--- config.mk ---
export PLATFORM = sky130hd
export DESIGN_NAME = csb_unit
export DESIGN_NICKNAME = d
export VERILOG_FILES = /design/src/core/csb_pkg.sv /design/src/core/csb_unit.sv
export SDC_FILE = /design/constraint.sdc
export NUM_CORES = 1
export LEC_CHECK = 0
export ABC_AREA = 1
export BUFFER_PORTS_ARGS = -buffer_cell sky130_fd_sc_hd__buf_2
export CAP_MARGIN = 20
export CELL_PAD_IN_SITES_DETAIL_PLACEMENT = 1
export CELL_PAD_IN_SITES_GLOBAL_PLACEMENT = 1
export CORE_MARGIN = 10
export CORE_UTILIZATION = 38
export DETAILED_ROUTE_END_ITERATION = 8
export GPL_TIMING_DRIVEN = 0
export PLACE_DENSITY = 0.92
export RECOVER_POWER = 50
export SETUP_SLACK_MARGIN = 0.02
export SLEW_MARGIN = 0
export SYNTH_ARGS = -nofsm -noshare
export SYNTH_HDL_FRONTEND = slang
export SYNTH_SLANG_ARGS = --single-unit
--- constraint.sdc ---
create_clock -name ref_clk -period 1.9 [get_ports ref_clk]
set_input_delay 0 -clock ref_clk [delete_from_list [all_inputs] [get_ports ref_clk]]
set_output_delay 0 -clock ref_clk [all_outputs]
set_load 0.005 [all_outputs]
--- src/core/csb_pkg.sv ---
package csb_pkg;

	// ==========================================================
	// Widths
	localparam int PC_WIDTH   = 16;
	localparam int DATA_WIDTH = 8;

	// ==========================================================
	// Status register bit positions
	localparam int FLAG_C = 0;
	localparam int FLAG_Z = 1;
	localparam int FLAG_N = 2;
	localparam int FLAG_V = 3;
	localparam int FLAG_H = 5;

	localparam logic [DATA_WIDTH-1:0] STATUS_RESET = 8'h00;

	// ==========================================================
	// Program counter steps
	localparam logic [PC_WIDTH-1:0] PC_STEP_NEXT     = 16'h0001;
	localparam logic [PC_WIDTH-1:0] PC_STEP_SKIP_ONE = 16'h0002;
	localparam logic [PC_WIDTH-1:0] PC_STEP_SKIP_TWO = 16'h0003;

	// ==========================================================
	// Cycle counts
	localparam logic [1:0] CYCLES_PLAIN    = 2'h1;
	localparam logic [1:0] CYCLES_BRANCH   = 2'h2;
	localparam logic [1:0] CYCLES_SKIP_ONE = 2'h2;
	localparam logic [1:0] CYCLES_SKIP_TWO = 2'h3;

	// ==========================================================
	// Operations
	typedef enum logic [3:0] {
		OP_COMPARE_SKIP_EQUAL,
		OP_COMPARE_REGISTERS,
		OP_COMPARE_CARRY,
		OP_COMPARE_IMMEDIATE,
		OP_SKIP_REG_LOW,
		OP_SKIP_REG_HIGH,
		OP_SKIP_IO_LOW,
		OP_SKIP_IO_HIGH,
		OP_BRANCH_FLAG_HIGH,
		OP_BRANCH_FLAG_LOW
	} csb_op_type;

	// Immediate operand travels in rrValue; flag select travels in bitSel
	typedef struct packed {
		csb_op_type            op;
		logic [DATA_WIDTH-1:0] rdValue;
		logic [DATA_WIDTH-1:0] rrValue;
		logic [DATA_WIDTH-1:0] ioValue;
		logic [2:0]            bitSel;
		logic [6:0]            offset;
	} csb_request_type;

	typedef struct packed {
		logic [PC_WIDTH-1:0]   pcNext;
		logic [DATA_WIDTH-1:0] statusOut;
		logic                  statusWrite;
		logic                  taken;
	} csb_result_type;

endpackage : csb_pkg

--- src/core/csb_unit.sv ---
module csb_unit
(
	input  wire logic                                ref_clk,
	input  wire logic                                rst_b,
	input  wire logic                                reqValid,
	input  wire csb_pkg::csb_request_type            req,
	input  wire logic [csb_pkg::PC_WIDTH-1:0]        pcIn,
	input  wire logic [csb_pkg::DATA_WIDTH-1:0]      statusIn,
	input  wire logic                                nextIsTwoWord,
	output logic                                     reqReady,
	output logic                                     done,
	output csb_pkg::csb_result_type                  result
);

	// ==========================================================
	// Compare arithmetic
	function automatic logic [csb_pkg::DATA_WIDTH-1:0] compareFlags
	(
		input logic [csb_pkg::DATA_WIDTH-1:0] a,
		input logic [csb_pkg::DATA_WIDTH-1:0] b,
		input logic                           borrowIn,
		input logic                           chainZero,
		input logic [csb_pkg::DATA_WIDTH-1:0] status
	);
		logic [csb_pkg::DATA_WIDTH-1:0] diff;
		logic [csb_pkg::DATA_WIDTH-1:0] flags;
		diff  = a - b - {7'h00, borrowIn};
		flags = status;
		flags[csb_pkg::FLAG_H] = (~a[3] & b[3]) | (b[3] & diff[3]) | (diff[3] & ~a[3]);
		flags[csb_pkg::FLAG_C] = (~a[7] & b[7]) | (b[7] & diff[7]) | (diff[7] & ~a[7]);
		flags[csb_pkg::FLAG_V] = (a[7] & ~b[7] & ~diff[7]) | (~a[7] & b[7] & diff[7]);
		flags[csb_pkg::FLAG_N] = diff[7];
		// Carry form keeps zero only if the earlier byte was zero too
		flags[csb_pkg::FLAG_Z] = (diff == 8'h00) & (chainZero ? status[csb_pkg::FLAG_Z] : 1'b1);
		return flags;
	endfunction : compareFlags

	function automatic logic isSkipOp(input csb_pkg::csb_op_type op);
		return op inside {csb_pkg::OP_COMPARE_SKIP_EQUAL, csb_pkg::OP_SKIP_REG_LOW,
			csb_pkg::OP_SKIP_REG_HIGH, csb_pkg::OP_SKIP_IO_LOW, csb_pkg::OP_SKIP_IO_HIGH};
	endfunction : isSkipOp

	function automatic logic isCompareOp(input csb_pkg::csb_op_type op);
		return op inside {csb_pkg::OP_COMPARE_REGISTERS, csb_pkg::OP_COMPARE_CARRY,
			csb_pkg::OP_COMPARE_IMMEDIATE};
	endfunction : isCompareOp

	// ==========================================================
	// Decode of the incoming request
	typedef enum {ST_IDLE, ST_WAIT} csb_state_type;

	csb_state_type                    state_reg;
	csb_state_type                    state_next;
	logic [1:0]                       count_reg;
	logic [1:0]                       count_next;
	logic                             done_reg;
	logic                             done_next;
	csb_pkg::csb_result_type          result_reg;
	csb_pkg::csb_result_type          result_next;
	csb_pkg::csb_result_type          decoded;
	logic [1:0]                       cycles;
	logic [csb_pkg::PC_WIDTH-1:0]     branchTarget;
	logic [csb_pkg::PC_WIDTH-1:0]     skipTarget;
	logic                             take;

	assign reqReady = (state_reg == ST_IDLE);
	assign take     = reqValid & reqReady;

	// Offset is signed; sign extension lets branches run backwards
	assign branchTarget = pcIn + {{(csb_pkg::PC_WIDTH-7){req.offset[6]}}, req.offset}
		+ csb_pkg::PC_STEP_NEXT;

	assign skipTarget = pcIn + (nextIsTwoWord ? csb_pkg::PC_STEP_SKIP_TWO
		: csb_pkg::PC_STEP_SKIP_ONE);

	always_comb
	begin
		decoded.statusOut   = statusIn;
		decoded.statusWrite = 1'b0;
		decoded.taken       = 1'b0;
		case (req.op)
			csb_pkg::OP_COMPARE_SKIP_EQUAL: decoded.taken = (req.rdValue == req.rrValue);
			csb_pkg::OP_SKIP_REG_LOW:       decoded.taken = ~req.rrValue[req.bitSel];
			csb_pkg::OP_SKIP_REG_HIGH:      decoded.taken = req.rrValue[req.bitSel];
			csb_pkg::OP_SKIP_IO_LOW:        decoded.taken = ~req.ioValue[req.bitSel];
			csb_pkg::OP_SKIP_IO_HIGH:       decoded.taken = req.ioValue[req.bitSel];
			csb_pkg::OP_BRANCH_FLAG_HIGH:   decoded.taken = statusIn[req.bitSel];
			csb_pkg::OP_BRANCH_FLAG_LOW:    decoded.taken = ~statusIn[req.bitSel];
			csb_pkg::OP_COMPARE_REGISTERS, csb_pkg::OP_COMPARE_IMMEDIATE:
			begin
				decoded.statusOut   = compareFlags(req.rdValue, req.rrValue, 1'b0, 1'b0, statusIn);
				decoded.statusWrite = 1'b1;
			end
			csb_pkg::OP_COMPARE_CARRY:
			begin
				decoded.statusOut   = compareFlags(req.rdValue, req.rrValue,
					statusIn[csb_pkg::FLAG_C], 1'b1, statusIn);
				decoded.statusWrite = 1'b1;
			end
			default: decoded.taken = 1'b0;
		endcase

		if (decoded.taken && isSkipOp(req.op))
		begin
			decoded.pcNext = skipTarget;
			cycles         = nextIsTwoWord ? csb_pkg::CYCLES_SKIP_TWO : csb_pkg::CYCLES_SKIP_ONE;
		end
		else if (decoded.taken)
		begin
			decoded.pcNext = branchTarget;
			cycles         = csb_pkg::CYCLES_BRANCH;
		end
		else
		begin
			decoded.pcNext = pcIn + csb_pkg::PC_STEP_NEXT;
			cycles         = csb_pkg::CYCLES_PLAIN;
		end
	end

	// ==========================================================
	// Cycle sequencing
	always_comb
	begin
		state_next  = state_reg;
		count_next  = count_reg;
		result_next = result_reg;
		done_next   = 1'b0;
		case (state_reg)
			ST_IDLE:
			begin
				if (take)
				begin
					result_next = decoded;
					if (cycles == csb_pkg::CYCLES_PLAIN)
					begin
						done_next = 1'b1;
					end
					else
					begin
						state_next = ST_WAIT;
						count_next = cycles - 2'h1;
					end
				end
			end
			ST_WAIT:
			begin
				count_next = count_reg - 2'h1;
				if (count_reg == 2'h1)
				begin
					done_next  = 1'b1;
					state_next = ST_IDLE;
				end
			end
			default: state_next = ST_IDLE;
		endcase
	end

	always_ff @(posedge ref_clk or negedge rst_b)
	begin
		if (!rst_b)
		begin
			state_reg  <= ST_IDLE;
			count_reg  <= 2'h0;
			done_reg   <= 1'b0;
			result_reg <= '0;
		end
		else
		begin
			state_reg  <= state_next;
			count_reg  <= count_next;
			done_reg   <= done_next;
			result_reg <= result_next;
		end
	end

	assign done   = done_reg;
	assign result = result_reg;
endmodule : csb_unit

==> run summary <==
Slew Viols, Final -> 0
Power per Cell Area -> 741 nW/um2
deepest clock path buffer count -> 2
GRT Resource Usage Total -> 21.9%
max cap viols -> 0
largest net degree at the start of global routing -> 31
CTS tree -> yes
Final Setup Violations -> 6
failing checks -> setup timing
htree depth -> 2
first-pass GRT wire length -> 26.8 mm
Nets -> 889
max frequency -> 455 MHz
Setup crit end kind -> register
crit start category -> input pin
Total Wirelength -> 17.4 mm
WS Path Type -> in -> reg
status -> complete, but fails checks
synthesis-to-layout area growth -> 28.8%
CP top delay family -> adder cells
global route total overflow -> 0
Slowest-stage cell, CP -> fa_1
Leak Pwr -> 2.75 nW
initial antenna violation count -> 1
first-pass detailed-route iteration total -> 5
worst slew pin tran -> 763 ps
DRT iter0 DRCs -> 492
Syn Area/Cell -> 6.02 um2
Yosys cell types -> 34
Post-Place Cells -> 892
die height -> 123 um
Synthesis Warnings -> 0
max reg flops -> 26
dpl ws -> -765 ps
setup_tns -> -1190 ps
Max FO, Critical Path -> 3
CP required -> 2120 ps
clk slew on worst S/H paths -> 70 ps
Filler cells -> 1,454
#FFs+latches synth -> 30
fraction of layout cells with a size suffix above 1 -> 21.4%
CTS sink count -> 30
cells after synthesis -> 663
FP Rows -> 37
CTS buffer count -> 5
Largest stage delay, worst path -> 490 ps
drc violations -> 0
Routability Congestion -> 0.880
CP most frequent cell -> nand2_2
post-synthesis sequential area ratio -> 18.8%
number of global-route vias before repair -> 5,255
syn nets -> 764
Max Clock Skew -> 9.81 ps
core box area -> 10,300 um2
DR vias/cell -> 5.42
final non-filler cell total -> 926
via count -> 5,016
Total Power -> 3.81 mW
CP Buf/Inv Count -> 5
unrepaired setup endpoints after global routing -> true
clock latency at the later pin of the worst-skew pair -> 280 ps
Die ar. -> 15,000 um2
synthesized area -> 3990 um2
Starting Density -> 38.9%
I/O Buffers -> 93
hpwl dp -> 12.6 mm
post-route minimum period -> 2200 ps
crit-path cells -> buf_2, ha_4, nand2_2, inv_2, nand4_1, nand3_2, a21oi_2, o21bai_2, fa_1, inv_2, buf_4, nand4_1, nand2_2, buf_4, nand2_2, a21oi_2
worst-case reg-to-reg path depth -> 5
io pins -> 94
Final Cycle Share -> 116%
Hold/Removal Path Class -> in -> reg
Routed Antenna Nets -> 0
Crit path arrival time -> 2410 ps
maximum VDD drop -> 0.403 mV
final hold violation count -> 0
root buf cell -> clkbuf_8
reg-to-reg slack, setup -> 220 ps
setup ws final -> -297 ps
Die Wd -> 123 um
CP Depth -> 16
drt wl/cell -> 18.8 um
Reg area -> 751 um2
area of the multi-input gates -> 3020 um2
worst rel slew slack -> 49.1%
hold path cells -> 3
[synthesized netlist by cell type]
master    number  share of area (%)
nor3_1         7               0.88
fa_1           4                2.0
nand4_1       13                2.0
buf_1          2               0.19
ha_1          31                9.7
xor2_1        25                5.5
clkbuf_1       5               0.47
o21ai_1        8                1.0
xnor2_1        9                2.0
nand2_4        1               0.28
o211ai_1       3               0.56
nand2_2        3               0.47
clkinv_1       1              0.094
a31oi_1        3               0.47
o22ai_1        1               0.16
inv_1         90                8.5
dfrtp_1       30                 19
a211oi_1       2               0.38
buf_4          2               0.38
inv_2          2               0.19
nor4_1         2               0.31
nand3b_1       1               0.19
nor4_4         1               0.53
buf_6          2               0.56
or2_2          2               0.31
nor2_8         2                1.0
buf_2          1               0.13
a221oi_1       1               0.22
nor2_1        56                5.3
nand2_1      221                 21
a21oi_1       27                3.4
nand3_1       84                 11
o21bai_1       3               0.56
o21ai_0       18                2.3
[cells in the final DEF, fill, tap and decap left out, types with 3 or more instances in the layout]
cell,count
o211ai_1,3
fa_1,3
clkbuf_8,6
clkbuf_2,4
clkbuf_1,23
nand2_1,208
nor2_1,53
a31oi_1,3
nand2_2,15
nand4_1,13
o21ai_1,9
ha_4,6
inv_2,8
nand3_1,81
nor3_1,7
buf_2,71
xor2_1,25
buf_6,4
a21oi_2,5
o21ai_0,16
ha_1,25
xnor2_1,9
a21oi_1,22
buf_4,25
inv_1,82
dfrtp_1,30
[area by class of cell]
cell class	instances	area share, %
tap	136	3.31
buffer	12	1.48
inverter	93	7.08
clock inverter	1	0.0973
multi-input combinational	528	58.8
timing repair buffer	118	12.9
sequential	30	14.6
antenna	1	0.0487
clock buffer	7	1.68
[kinds of logic after synthesis]
logic type      Yosys count  share of synthesized area [%]
compound gates           66                           8.99
xor+xnor                 34                           7.46
fa+ha+maj                35                           11.7
buf+inv                 105                           10.5
flops                    30                           18.8
simple gates            393                           42.6
[power by group]
part	switching (mW)	internal, mW	total, mW
combinational	1.30	0.782	2.09
clock	0.244	0.292	0.536
sequential	0.243	0.947	1.19
total	1.79	2.02	3.81
[path summary, 6_finish.rpt]
kind / from / endpoint
max: req[30] / result[4]
max in group asynchronous: rst_b / result[0]
min reg2reg: result[23] / result[23]
min: statusIn[6] / result[8]
max reg2reg: state_reg[0] / result[19]
min in group asynchronous: rst_b / result[17]
[tightest hold or removal path, stage by stage]
cell	delay, ps
buf_2	80
inv_1	60
o21ai_0	150
[metal layers]
layer,share of wire (%),vias up,GRT usage (%)
li1,-,2383,-
met5,0,-,0
met3,4.2,41,1.97
met1,41,2433,26.4
met4,3.9,0,8.54
met2,51,159,39.3
[what timing repair did]
item | CTS | global route
endpoints found under the setup margin | 8 | 24
resized for setup | 28 | 20
setup buffers | 22 | 6
hold buffers | 1 | 0
endpoints found under the hold margin | 30 | 0
pin swaps | 24 | 10
[metrics by stage]
step | util, % | cell area [um2] | hold WS [ps]
6_report | 50.0 | 5140 | 41.0
5_1_grt | 50.0 | 5140 | 39.0
4_1_cts | 49.2 | 5060 | 22.2
3_5_place_dp | 46.1 | 4740 | 76.3
3_3_place_gp | 46.1 | 4740 | 65.0
2_1_floorplan | - | 4100 | -296
(Power assumes the default switching activity.)
